==> src/hw/tws_map.svh <==
/*
  Register offsets, field positions, reset values and status codes of the
  two-wire slave. Assumes inclusion by the slave core alone.
*/
`ifndef TWS_MAP_SVH
`define TWS_MAP_SVH

`define TWS_OFF_CTRL    8'h00
`define TWS_OFF_ADDR    8'h04
`define TWS_OFF_STAT    8'h08
`define TWS_OFF_DATA    8'h0c

`define TWS_CTRL_IFLAG  7
`define TWS_CTRL_ACK    6
`define TWS_CTRL_STA    5
`define TWS_CTRL_STO    4
`define TWS_CTRL_WCOL   3
`define TWS_CTRL_EN     2
`define TWS_CTRL_IE     0
`define TWS_ADDR_GCE    0

`define TWS_RST_ADDR    8'h00
`define TWS_RST_DATA    8'hff
`define TWS_GC_ADDR     7'h00

`define TWS_ST_SR_OWN   8'h60
`define TWS_ST_SR_ARB   8'h68
`define TWS_ST_GC_OWN   8'h70
`define TWS_ST_GC_ARB   8'h78
`define TWS_ST_SR_ACK   8'h80
`define TWS_ST_SR_NACK  8'h88
`define TWS_ST_GC_ACK   8'h90
`define TWS_ST_GC_NACK  8'h98
`define TWS_ST_STOP     8'ha0
`define TWS_ST_ST_OWN   8'ha8
`define TWS_ST_ST_ARB   8'hb0
`define TWS_ST_ST_ACK   8'hb8
`define TWS_ST_ST_NACK  8'hc0
`define TWS_ST_ST_LAST  8'hc8
`define TWS_ST_NONE     8'hf8

`endif

==> src/hw/tws_pkg.sv <==
/*
  Types shared by the two-wire slave modules.
  Assumes nothing beyond a SystemVerilog compiler.
*/
package tws_pkg;
  typedef enum logic [2:0] {
    ST_IDLE, ST_ADDR, ST_ADDR_ACK, ST_RX_DATA, ST_RX_ACK, ST_TX_DATA, ST_TX_ACK, ST_DONE
  } tws_state_e;

  typedef struct packed {
    logic scl;
    logic sda;
  } tws_pins_s;

  typedef struct packed {
    logic sclRise;
    logic sclFall;
    logic start;
    logic stop;
    logic busFree;
  } tws_cond_s;
endpackage

==> src/hw/tws_sync.sv <==
/*
  Two-flop synchroniser, one stage pair per bit.
  Assumes asynchronous inputs and a free running clk_sys.
*/
`timescale 1ns/10ps
`default_nettype none
module tws_sync #(
  parameter int WIDTH = 2
) (
  input  wire logic             clk_sys,
  input  wire logic             sys_rst,
  input  wire logic [WIDTH-1:0] asyncIn,
  output var  logic [WIDTH-1:0] syncOut
);
  logic [WIDTH-1:0] meta;

  genvar i;
  generate
    for (i = 0; i < WIDTH; i++)
    begin : g_bit
      // Idle bus level is high, so reset to one
      always_ff @(posedge clk_sys)
      begin
        if (sys_rst)
        begin
          meta[i]    <= 1'b1;
          syncOut[i] <= 1'b1;
        end
        else
        begin
          meta[i]    <= asyncIn[i];
          syncOut[i] <= meta[i];
        end
      end
    end
  endgenerate
endmodule
`default_nettype wire

==> src/hw/tws_bus_cond.sv <==
/*
  Bus condition detector: SCL edges, START, STOP and bus-free level.
  Assumes already synchronised SCL and SDA.
*/
`timescale 1ns/10ps
`default_nettype none
module tws_bus_cond (
  input  wire logic               clk_sys,
  input  wire logic               sys_rst,
  input  wire tws_pkg::tws_pins_s pins,
  output var  tws_pkg::tws_cond_s cond
);
  tws_pkg::tws_pins_s prev;

  always_ff @(posedge clk_sys)
  begin
    if (sys_rst)
    begin
      prev <= '1;
      cond <= '{busFree: 1'b1, default: 1'b0};
    end
    else
    begin
      prev         <= pins;
      cond.sclRise <= !prev.scl && pins.scl;
      cond.sclFall <= prev.scl && !pins.scl;
      cond.start   <= prev.scl && pins.scl && prev.sda && !pins.sda;
      cond.stop    <= prev.scl && pins.scl && !prev.sda && pins.sda;
      if (prev.scl && pins.scl && !prev.sda && pins.sda)
        cond.busFree <= 1'b1;
      else if (prev.scl && pins.scl && prev.sda && !pins.sda)
        cond.busFree <= 1'b0;
    end
  end
endmodule
`default_nettype wire

==> src/hw/tws_slave.sv <==
/*
  Two-wire slave receiver/transmitter core with APB register access.
  Assumes an external bus master on SCL/SDA and an APB master on clk_sys.
*/
// The APB register port and the register addresses were chosen for this implementation.
`include "tws_map.svh"
`timescale 1ns/10ps
`default_nettype none
module tws_slave #(
  parameter int ADDR_W = 8
) (
  input  wire logic              clk_sys,
  input  wire logic              sys_rst,
  input  wire logic              psel,
  input  wire logic              penable,
  input  wire logic              pwrite,
  input  wire logic [ADDR_W-1:0] paddr,
  input  wire logic [31:0]       pwdata,
  output var  logic [31:0]       prdata,
  output logic                   pready,
  output logic                   pslverr,
  input  wire logic              sclIn,
  input  wire logic              sdaIn,
  output logic                   sclOut,
  output var  logic              sclOe,
  output logic                   sdaOut,
  output var  logic              sdaOe,
  input  wire logic              sleepMode,
  input  wire logic              arbLost,
  output var  logic              wakeReq,
  output var  logic              startGo,
  output var  logic              irqLevel
);
  tws_pkg::tws_pins_s  pinsS;
  tws_pkg::tws_cond_s  cond;
  tws_pkg::tws_state_e state;

  // Local aliases of the state literals, since nothing is imported
  localparam tws_pkg::tws_state_e ST_IDLE     = tws_pkg::ST_IDLE;
  localparam tws_pkg::tws_state_e ST_ADDR     = tws_pkg::ST_ADDR;
  localparam tws_pkg::tws_state_e ST_ADDR_ACK = tws_pkg::ST_ADDR_ACK;
  localparam tws_pkg::tws_state_e ST_RX_DATA  = tws_pkg::ST_RX_DATA;
  localparam tws_pkg::tws_state_e ST_RX_ACK   = tws_pkg::ST_RX_ACK;
  localparam tws_pkg::tws_state_e ST_TX_DATA  = tws_pkg::ST_TX_DATA;
  localparam tws_pkg::tws_state_e ST_TX_ACK   = tws_pkg::ST_TX_ACK;
  localparam tws_pkg::tws_state_e ST_DONE     = tws_pkg::ST_DONE;

  logic       iflag, ackEn, staReq, stoReq, wcol, ifEn, irqEn;
  logic [7:0] osa, dataReg, status, shiftReg, evCode;
  logic [1:0] presc;
  logic [3:0] bitCnt;
  logic       isRead, isGc, rxAck, lastByte, masterAck, arbLatch;
  logic       evSet, evStore, startPend;
  logic       apbWr, apbAcc, mapped, flagClr, addrMatch;

  tws_sync #(.WIDTH(2)) u_sync (
    .clk_sys (clk_sys),
    .sys_rst (sys_rst),
    .asyncIn ({sclIn, sdaIn}),
    .syncOut (pinsS)
  );

  tws_bus_cond u_cond (
    .clk_sys (clk_sys),
    .sys_rst (sys_rst),
    .pins    (pinsS),
    .cond    (cond)
  );

  // Zero-wait APB slave
  assign apbAcc  = psel && penable;
  assign apbWr   = apbAcc && pwrite;
  assign mapped  = paddr == ADDR_W'(`TWS_OFF_CTRL) || paddr == ADDR_W'(`TWS_OFF_ADDR)
                || paddr == ADDR_W'(`TWS_OFF_STAT) || paddr == ADDR_W'(`TWS_OFF_DATA);
  assign pready  = 1'b1;
  assign pslverr = apbAcc && !mapped;
  assign flagClr = apbWr && paddr == ADDR_W'(`TWS_OFF_CTRL) && pwdata[`TWS_CTRL_IFLAG] && iflag;
  assign sclOut  = 1'b0;
  assign sdaOut  = 1'b0;

  // Own address or enabled general call; ack_enable gates the answer
  assign addrMatch = ifEn && ackEn
                  && (shiftReg[7:1] == osa[7:1]
                  || (shiftReg[7:1] == `TWS_GC_ADDR && osa[`TWS_ADDR_GCE]));

  // Read data registered in the setup phase
  always_ff @(posedge clk_sys)
  begin
    if (sys_rst)
      prdata <= '0;
    else if (psel && !penable)
    begin
      case (paddr)
        ADDR_W'(`TWS_OFF_CTRL): prdata <= {24'h0, iflag, ackEn, staReq, stoReq, wcol, ifEn, 1'b0, irqEn};
        ADDR_W'(`TWS_OFF_ADDR): prdata <= {24'h0, osa};
        ADDR_W'(`TWS_OFF_STAT): prdata <= {24'h0, status[7:3], 1'b0, presc};
        ADDR_W'(`TWS_OFF_DATA): prdata <= {24'h0, dataReg};
        default:                prdata <= '0;
      endcase
    end
  end

  // Control bits written by software
  always_ff @(posedge clk_sys)
  begin
    if (sys_rst)
    begin
      ackEn  <= 1'b0;
      staReq <= 1'b0;
      stoReq <= 1'b0;
      ifEn   <= 1'b0;
      irqEn  <= 1'b0;
      osa    <= `TWS_RST_ADDR;
      presc  <= 2'h0;
    end
    else if (apbWr)
    begin
      if (paddr == ADDR_W'(`TWS_OFF_CTRL))
      begin
        ackEn  <= pwdata[`TWS_CTRL_ACK];
        staReq <= pwdata[`TWS_CTRL_STA];
        stoReq <= pwdata[`TWS_CTRL_STO];
        ifEn   <= pwdata[`TWS_CTRL_EN];
        irqEn  <= pwdata[`TWS_CTRL_IE];
      end
      if (paddr == ADDR_W'(`TWS_OFF_ADDR))
        osa <= pwdata[7:0];
      if (paddr == ADDR_W'(`TWS_OFF_STAT))
        presc <= pwdata[1:0];
    end
  end

  // Flag and status: a hardware set wins over a software clear
  always_ff @(posedge clk_sys)
  begin
    if (sys_rst)
    begin
      iflag  <= 1'b0;
      status <= `TWS_ST_NONE;
    end
    else if (evSet)
    begin
      iflag  <= 1'b1;
      status <= evCode;
    end
    else if (flagClr)
    begin
      iflag  <= 1'b0;
      status <= `TWS_ST_NONE;
    end
  end

  // Data register; a write while the flag is clear collides
  always_ff @(posedge clk_sys)
  begin
    if (sys_rst)
    begin
      dataReg <= `TWS_RST_DATA;
      wcol    <= 1'b0;
    end
    else
    begin
      if (evStore)
        dataReg <= shiftReg;
      else if (apbWr && paddr == ADDR_W'(`TWS_OFF_DATA))
      begin
        if (iflag)
          dataReg <= pwdata[7:0];
        else
          wcol <= 1'b1;
      end
      if (apbWr && paddr == ADDR_W'(`TWS_OFF_DATA) && iflag)
        wcol <= 1'b0;
    end
  end

  // Leaving an addressed state with start_request set arms a START
  always_ff @(posedge clk_sys)
  begin
    if (sys_rst)
    begin
      startPend <= 1'b0;
      startGo   <= 1'b0;
    end
    else
    begin
      startGo <= startPend && cond.busFree && ifEn;
      if (startPend && cond.busFree && ifEn)
        startPend <= 1'b0;
      // Request bit written together with the clear counts
      else if (flagClr && pwdata[`TWS_CTRL_STA] && (status == `TWS_ST_SR_NACK || status == `TWS_ST_GC_NACK
               || status == `TWS_ST_STOP || status == `TWS_ST_ST_NACK || status == `TWS_ST_ST_LAST))
        startPend <= 1'b1;
    end
  end

  // Lost arbitration is remembered until the next address acknowledge ends
  always_ff @(posedge clk_sys)
  begin
    if (sys_rst)
      arbLatch <= 1'b0;
    else if (arbLost)
      arbLatch <= 1'b1;
    else if (state == ST_ADDR_ACK && cond.sclFall)
      arbLatch <= 1'b0;
  end

  // Byte engine: bits counted on SCL rise, phases advance on SCL fall
  always_ff @(posedge clk_sys)
  begin
    if (sys_rst)
    begin
      state     <= ST_IDLE;
      bitCnt    <= 4'h0;
      shiftReg  <= 8'h00;
      isRead    <= 1'b0;
      isGc      <= 1'b0;
      rxAck     <= 1'b0;
      lastByte  <= 1'b0;
      masterAck <= 1'b0;
      evSet     <= 1'b0;
      evStore   <= 1'b0;
      evCode    <= `TWS_ST_NONE;
      wakeReq   <= 1'b0;
    end
    else
    begin
      evSet   <= 1'b0;
      evStore <= 1'b0;
      wakeReq <= 1'b0;
      if (!ifEn)
        state <= ST_IDLE;
      else if (cond.start || cond.stop)
      begin
        // Bus is still monitored whatever ack_enable says
        if (state == ST_RX_DATA || state == ST_RX_ACK)
        begin
          evSet  <= 1'b1;
          evCode <= `TWS_ST_STOP;
        end
        state  <= cond.start ? ST_ADDR : ST_IDLE;
        bitCnt <= 4'h0;
      end
      else
      begin
        case (state)
          ST_IDLE:
            bitCnt <= 4'h0;
          ST_ADDR:
            if (cond.sclRise)
            begin
              shiftReg <= {shiftReg[6:0], pinsS.sda};
              bitCnt   <= bitCnt + 4'h1;
            end
            else if (cond.sclFall && bitCnt == 4'h8)
            begin
              bitCnt <= 4'h0;
              isRead <= shiftReg[0];
              isGc   <= shiftReg[7:1] == `TWS_GC_ADDR;
              state  <= addrMatch ? ST_ADDR_ACK : ST_IDLE;
              wakeReq <= addrMatch && sleepMode;
            end
          ST_ADDR_ACK:
            if (cond.sclFall)
            begin
              evSet <= 1'b1;
              if (isRead)
              begin
                evCode <= arbLatch ? `TWS_ST_ST_ARB : `TWS_ST_ST_OWN;
                state  <= ST_TX_DATA;
              end
              else
              begin
                evCode <= isGc ? (arbLatch ? `TWS_ST_GC_ARB : `TWS_ST_GC_OWN)
                               : (arbLatch ? `TWS_ST_SR_ARB : `TWS_ST_SR_OWN);
                state  <= ST_RX_DATA;
              end
            end
          ST_RX_DATA:
            if (cond.sclRise)
            begin
              shiftReg <= {shiftReg[6:0], pinsS.sda};
              bitCnt   <= bitCnt + 4'h1;
            end
            else if (cond.sclFall && bitCnt == 4'h8)
            begin
              bitCnt <= 4'h0;
              rxAck  <= ackEn;
              state  <= ST_RX_ACK;
            end
          ST_RX_ACK:
            if (cond.sclFall)
            begin
              evSet   <= 1'b1;
              evStore <= !sleepMode;
              if (isGc)
                evCode <= rxAck ? `TWS_ST_GC_ACK : `TWS_ST_GC_NACK;
              else
                evCode <= rxAck ? `TWS_ST_SR_ACK : `TWS_ST_SR_NACK;
              state  <= rxAck ? ST_RX_DATA : ST_DONE;
            end
          ST_TX_DATA:
            if (flagClr)
            begin
              // Byte is taken when software releases the bus
              shiftReg <= dataReg;
              // Ack bit written with the clear decides the last byte
              lastByte <= !pwdata[`TWS_CTRL_ACK];
              bitCnt   <= 4'h0;
            end
            else if (cond.sclRise)
              bitCnt <= bitCnt + 4'h1;
            else if (cond.sclFall && !iflag)
            begin
              if (bitCnt == 4'h8)
                state <= ST_TX_ACK;
              else
                shiftReg <= {shiftReg[6:0], 1'b1};
            end
          ST_TX_ACK:
            if (cond.sclRise)
              masterAck <= !pinsS.sda;
            else if (cond.sclFall)
            begin
              evSet <= 1'b1;
              if (!masterAck)
                evCode <= `TWS_ST_ST_NACK;
              else
                evCode <= lastByte ? `TWS_ST_ST_LAST : `TWS_ST_ST_ACK;
              state <= (masterAck && !lastByte) ? ST_TX_DATA : ST_DONE;
            end
          ST_DONE:
            // Not addressed once the flag is cleared; further reads see ones
            if (flagClr)
              state <= ST_IDLE;
          default:
            state <= ST_IDLE;
        endcase
      end
    end
  end

  // Open-drain drives; SCL held low while software owes an answer
  always_ff @(posedge clk_sys)
  begin
    if (sys_rst)
    begin
      sdaOe <= 1'b0;
      sclOe <= 1'b0;
    end
    else
    begin
      sclOe <= iflag && (state == ST_RX_DATA || state == ST_TX_DATA || state == ST_DONE);
      case (state)
        ST_ADDR_ACK: sdaOe <= 1'b1;
        ST_RX_ACK:   sdaOe <= rxAck;
        ST_TX_DATA:  sdaOe <= !iflag && !shiftReg[7];
        default:     sdaOe <= 1'b0;
      endcase
    end
  end

  always_ff @(posedge clk_sys)
  begin
    if (sys_rst)
      irqLevel <= 1'b0;
    else
      irqLevel <= iflag && irqEn;
  end

  AST_GC_ACK: assert property (@(posedge clk_sys) disable iff (sys_rst)
    state == ST_RX_ACK && cond.sclFall && isGc && rxAck && ifEn && !cond.start && !cond.stop
    |=> evSet && evCode == `TWS_ST_GC_ACK ##1 iflag && status == `TWS_ST_GC_ACK)
    else $error("general call ack status wrong");
  AST_GC_NACK: assert property (@(posedge clk_sys) disable iff (sys_rst)
    state == ST_RX_ACK && cond.sclFall && isGc && !rxAck && ifEn && !cond.start && !cond.stop
    |=> evCode == `TWS_ST_GC_NACK && state == ST_DONE)
    else $error("general call nack handling wrong");
  AST_STOP_ADDR: assert property (@(posedge clk_sys) disable iff (sys_rst)
    ifEn && cond.stop && state == ST_RX_DATA |=> evSet && evCode == `TWS_ST_STOP && state == ST_IDLE)
    else $error("stop while addressed not reported");
  AST_START_GO: assert property (@(posedge clk_sys) disable iff (sys_rst)
    startPend && cond.busFree && ifEn |=> startGo && !startPend)
    else $error("pending start not issued");
  AST_NO_MATCH: assert property (@(posedge clk_sys) disable iff (sys_rst)
    state == ST_ADDR && cond.sclFall && bitCnt == 4'h8 && !cond.start && !cond.stop && ifEn
    && shiftReg[7:1] != osa[7:1] && !(shiftReg[7:1] == 7'h00 && osa[0]) |=> state == ST_IDLE)
    else $error("foreign address answered");
  AST_ACK_OFF: assert property (@(posedge clk_sys) disable iff (sys_rst)
    state == ST_ADDR && !ackEn |=> !sdaOe [*2])
    else $error("address acked with ack disabled");
  AST_READ_OWN: assert property (@(posedge clk_sys) disable iff (sys_rst)
    state == ST_ADDR_ACK && cond.sclFall && isRead && !arbLatch && ifEn && !cond.start && !cond.stop
    |=> evCode == `TWS_ST_ST_OWN && state == ST_TX_DATA ##1 iflag)
    else $error("own read address status wrong");
  AST_LAST_ACK: assert property (@(posedge clk_sys) disable iff (sys_rst)
    state == ST_TX_ACK && cond.sclFall && masterAck && lastByte && ifEn && !cond.start && !cond.stop
    |=> evCode == `TWS_ST_ST_LAST && state == ST_DONE)
    else $error("last byte ack status wrong");
  AST_TX_NACK: assert property (@(posedge clk_sys) disable iff (sys_rst)
    state == ST_TX_ACK && cond.sclFall && !masterAck && ifEn && !cond.start && !cond.stop
    |=> evCode == `TWS_ST_ST_NACK ##1 status == `TWS_ST_ST_NACK)
    else $error("transmit nack status wrong");
  AST_STRETCH: assert property (@(posedge clk_sys) disable iff (sys_rst)
    iflag && state == ST_TX_DATA && !evSet && !flagClr |=> sclOe)
    else $error("scl not stretched");
  AST_RELEASE: assert property (@(posedge clk_sys) disable iff (sys_rst)
    state == ST_IDLE |=> !sdaOe)
    else $error("sda driven when not addressed");

  COV_READ: cover property (@(posedge clk_sys) evSet && evCode == `TWS_ST_ST_OWN);
  COV_LAST: cover property (@(posedge clk_sys) evSet && evCode == `TWS_ST_ST_LAST);
  COV_GC:   cover property (@(posedge clk_sys) evSet && evCode == `TWS_ST_GC_ACK);
  COV_WAKE: cover property (@(posedge clk_sys) wakeReq);
endmodule
`default_nettype wire

==> config.mk <==
export PLATFORM = sky130hd
export DESIGN_NAME = tws_slave
export DESIGN_NICKNAME = d
export VERILOG_FILES = /design/src/hw/tws_pkg.sv /design/src/hw/tws_sync.sv /design/src/hw/tws_bus_cond.sv /design/src/hw/tws_slave.sv
export VERILOG_INCLUDE_DIRS = /design/src /design/src/hw
export SDC_FILE = /design/constraint.sdc
export NUM_CORES = 1
export LEC_CHECK = 0
export CAP_MARGIN = 0
export CORE_MARGIN = 4
export CORE_UTILIZATION = 40
export DETAILED_ROUTE_END_ITERATION = 8
export DONT_BUFFER_PORTS = 1
export SLEW_MARGIN = 25
export SYNTH_ARGS = -nofsm -noshare
export SYNTH_HDL_FRONTEND = slang
export SYNTH_SLANG_ARGS = --single-unit
==> constraint.sdc <==
create_clock -name clk_sys -period 6.7 [get_ports clk_sys]
set_input_delay 1.34 -clock clk_sys [delete_from_list [all_inputs] [get_ports clk_sys]]
set_output_delay 1.34 -clock clk_sys [all_outputs]
set_load 0.1 [all_outputs]
# After elaboration in Yosys (flattened, before gate mapping)

Index checks and enable logic that the tools add are counted.

Latch bits: 0
Memories: 0
Logic and storage cells: 239
ROM bits: 0
Bits in writable memories: 0
Register bits: 113

Shift operators: 0
Reductions and logical operators: 86
Multiplexer cells: 65
Bitwise operators: 9
Divide/modulo/power cells: 0
$mul: 0
Magnitude comparators: 0
Equal/unequal tests: 37
$add $sub $neg: 1

Operator list:

| cell                                                            | number |
|---|---|
| 8-bit 2-to-1 mux                                                | 17 |
| 3-bit 2-to-1 mux                                                | 16 |
| 8-bit == test, second input constant                            | 5 |
| 4-bit 2-to-1 mux                                                | 9 |
| 3-bit inequality test, second input constant                    | 12 |
| 8-bit case mux with 4 select lines                              | 1 |
| 1-bit logical AND                                               | 31 |
| 8-bit case mux with 3 select lines                              | 1 |
| 3-bit case mux with 7 select lines                              | 1 |
| 8-bit by 4-bit == test with 1-bit output, second input constant | 2 |
| 8-bit case mux with 2 select lines                              | 1 |
| 5-bit 2-to-1 mux                                                | 3 |
| 7-bit 2-to-1 mux                                                | 2 |
| 14-bit AND reduction                                            | 1 |
| 7-bit AND reduction                                             | 2 |
| 3-bit == test, second input constant                            | 4 |
| 1-bit logical OR                                                | 12 |
| 4-bit case mux with 3 select lines                              | 1 |
| 4-bit AND reduction                                             | 3 |
| 2-bit OR reduction                                              | 6 |
| 1-bit zero test                                                 | 11 |
| 5-bit AND reduction                                             | 2 |
| 2-bit nonzero test                                              | 5 |
| 1-bit 2-to-1 mux                                                | 9 |
| other kinds (24)                                                | 41 |

# Depth between registers and ports, before layout

Depth in word-level cells: 9
Mapped depth: 9

# By module

Synthesis repeated with hierarchy kept, for this count alone.

Cells, all modules: 492
Area total of the unflattened synthesis: 4420.5 µm²

Modules (own cells, without submodules):

| module       | seq. area each (µm²) | cells an instance | instances | area an instance (µm²) |
|---|---|---|---|---|
| tws_slave    | 1441.4               | 465               | 1         | 4088.9 |
| tws_bus_cond | 140.1                | 19                | 1         | 226.5 |
| tws_sync     | 80.1                 | 8                 | 1         | 105.1 |

# Least setup slack after synthesis

No wires, ideal clock.

Path kind: in2out
From: input paddr[5]
To: output pslverr
Data arrival time: 2.464 ns
Setup slack: 2.896 ns
Stages on the path: 2
Cell sequence: or4_4 > o211a_1

Word-level cells in the longest chain between the ends: 6
Elaborated cells on any way between the ends: 9
Those cells by class: eq/ne: 3; reduce/logical: 6

Ends and longest elaborated chain:

| element                                                                            | RTL line        | RTL |
|---|---|---|
| from (decl)                                                                        | tws_slave.sv:17 | `input wire logic [ADDR_W-1:0] paddr,` |
| 8-bit by 3-bit == test with 1-bit output / 8-bit zero test (equally long branches) | tws_slave.sv:73 | `` assign mapped = paddr == ADDR_W'(`TWS_OFF_CTRL) \|\| paddr == ADDR_W'(`TWS_OFF_ADDR) `` |
| 1-bit logical OR (2 in series)                                                     | tws_slave.sv:73 |  |
| 1-bit logical OR *                                                                 | tws_slave.sv:73 |  |
| 1-bit zero test *                                                                  | tws_slave.sv:76 | `assign pslverr = apbAcc && !mapped;` |
| 1-bit logical AND *                                                                | tws_slave.sv:76 |  |
| to (decl)                                                                          | tws_slave.sv:21 | `output logic pslverr,` |

Every way passes the cells marked *; elsewhere a longest branch is shown, timed or not.

# Final worst setup path

Ends and elaborated chain as after synthesis.

==> run metrics <==
status finished clean; most common cell after layout, fill and taps aside dfxtp_1; Int Pwr 0.6417 mW; WP data required approximately 5.4 ns; asr flop ratio synth 0; Post-synth EDFFs 0; DR top layer met4; Comb pwr share 0.098; Crit Path Max Fanout 4; Sw Share 0.2897; share of total power in sequential cells 0.552; vias between 3k and 4k; port buffer count 0; syn avg cell area 8.758 um2; endpoint type of the worst setup path primary output; Std-Cell Rows 37; Hold Vio Cnt, Final 0; Worst-Skew Late Latency about 0.36 ns; RR Startpoint iflag$_SDFFE_PP0P_; Congestion Overflow GR 0; power share of the clock group 0.351; Hold EP u_sync.syncOut[1]$_SDFF_PP1_; Num CTS Buffers 9; hold wc startpoint u_sync.meta[1]$_SDFF_PP1_; Total GRT Usage 0.1605; CTS Sinks 83; Hold Path Depth 1; dpl hpwl 7081 um; slowest stage delay, CP 0.59 ns; first-pass GRT wire length 16090 um; Netlist cell types 69; Post-Synthesis Cell Area roughly 4200 um2; H-tree levels 3; unrepaired setup endpoints after global routing no; Critical Path Source Type primary input; diode count 0; peak supply drop 0.07964 mV; hold buffer count at cts 0; P_sw 0.2617 mW; Worst Skew 0.01374 ns; final period utilization 0.5714; largest net degree at the start of global routing between 80 and 90; YS warnings 0; Iteration-0 DRC Markers 262; RR Endpoint shiftReg[0]$_SDFFE_PP0P_; routability cong. 0.8703; Final min period 3.829 ns; R2R Setup Slk a little over 4 ns; met3 WL 646 um; CP Depth 2; die area 12290 um2; Critical Path AT 2.49 ns; met1 WL 4643 um; maximum clock insertion buffer count 2; pwr dens 209.8 nW/um2; Top delay family on crit path compound AO/OA/AOI/OAI gates; Max Freq 261.2 MHz; crit path max-delay cell type o211a_1; Layout area overhead 1.775%; CTS resizes 0; Root Driver clkbuf_8; critical setup path kind in -> out; vias in the first global route about 3.1k; flops & latches, synth 83; predominant post-synthesis flop cell dfxtp_1; Clock transition at path regs 0.08 ns; most frequent cells in the layout 83 x dfxtp_1, 63 x nor2_1, 32 x nand2_1, 30 x a21oi_1, 27 x conb_1; sequential-to-total area share from yosys stat 0.3928; core area between 10000 and 15000 um2; buffer count from post-CTS setup fixing 0; CP bufs+invs 0; antenna violations before repair 0; CTS tree yes; Routed Antenna Nets 0; I/O pins 90; P_leak 1.576 nW; worst slew pin tran roughly 1.0 ns; Finished Core Util 0.4170; Die Y 110.8 um; DR WL met2 4471 um; Crit. Startpoint paddr[5]; final wirelength around 10000 um; Initial Util 0.4098; Die Span X 110.8 um; setup tns final 0 ns; FF-to-FF path depth 6; vias per cell around 5.5; Slew Viols, Final 0; # DRC 0; Avg WL per Cell 16.54 um; share of cells above drive strength 1 0.1006; nets 513; max_cap viols 0; HP Class reg -> reg; CP cell instances or4_4, o211a_1; Slew headroom 0.3304; Final setup viols 0; synthesized instance count 483; DRT Pass-1 Iters 5
state kept, by name, summed over array words and instances (netlist names), 3 cells and up:
name and cells:
bitCnt 4, dataReg 8, evCode 5, osa 8
prdata 8, shiftReg 8, state 3, status 5
u_cond.cond 5
through the flow:
step                setup WS [ns]  instances  power, mW  hold WS [ns]  cell area, um2
floorplan                   2.896        508     0.6148        0.3895            4324
global placement            2.876        587     0.5976        0.3932            4143
detailed placement          2.875        587     0.5978        0.3984            4143
CTS                         2.872        603     0.9100        0.4194            4305
global route                2.864        603     0.9323        0.4334            4305
finish                      2.871        603     0.9034        0.4146            4305
cells by family after synthesis:
| logic type | synth area share |
|---|---|
| AO/OA/AOI/OAI | 0.1769 |
| XOR/XNOR | 0.01656 |
| adder cells (fa/ha/maj) | 0.005914 |
| buffers and inverters | 0.09642 |
| flip-flops | 0.3928 |
| multiplexers | 0.08725 |
| other | 0.001775 |
| AND/OR/NAND/NOR | 0.2224 |
layout make-up:
class,count,area (um2)
Clock inverter,4,27.53
Fill cell,1023,6018
Timing Repair Buffer,1,7.507
Multi-Input combinational cell,354,2255
Sequential cell,83,1662
Clock buffer,12,135.1
Inverter,13,48.80
Tap cell,136,170.2
cell usage after synthesis, drive strengths merged (10+ instances only):
library cell   n  area [um2]
a2111oi       10       93.84
a21oi         32       175.2
buf           39       287.8
clkbuf        19       71.32
dfxtp         83        1662
inv           13       48.80
mux2i         20       200.2
nand2         32       120.1
nand3         20       100.1
nor2          63       236.5
nor3          11       55.05
o21ai         12       67.56
per-layer routing:
| metal | vias to the layer above | track usage |
|---|---|---|
| met5 | - | 0 |
| met4 | 0 | 0.05747 |
| met3 | 13 | 0.04803 |
| met2 | 98 | 0.2439 |
| met1 | 1585 | 0.2159 |
| li1 | 1617 | - |
power by group through the flow:
stage / Clock (mW) / Combinational (mW) / Sequential (mW)
floorplan: 0 / 0.106 / 0.509
global placement: 0 / 0.0876 / 0.510
detailed placement: 0 / 0.0877 / 0.510
CTS: 0.324 / 0.0879 / 0.498
global route: 0.343 / 0.0907 / 0.499
finish: 0.317 / 0.0883 / 0.498
how the worst max path moves through the flow:
| stage | end |
|---|---|
| detailed placement | pslverr |
| CTS | pslverr |
| global placement | pslverr |
| global route | pslverr |
| floorplan | pslverr |
| finish | pslverr |
Note: power is estimated with default switching activity, not from simulation.
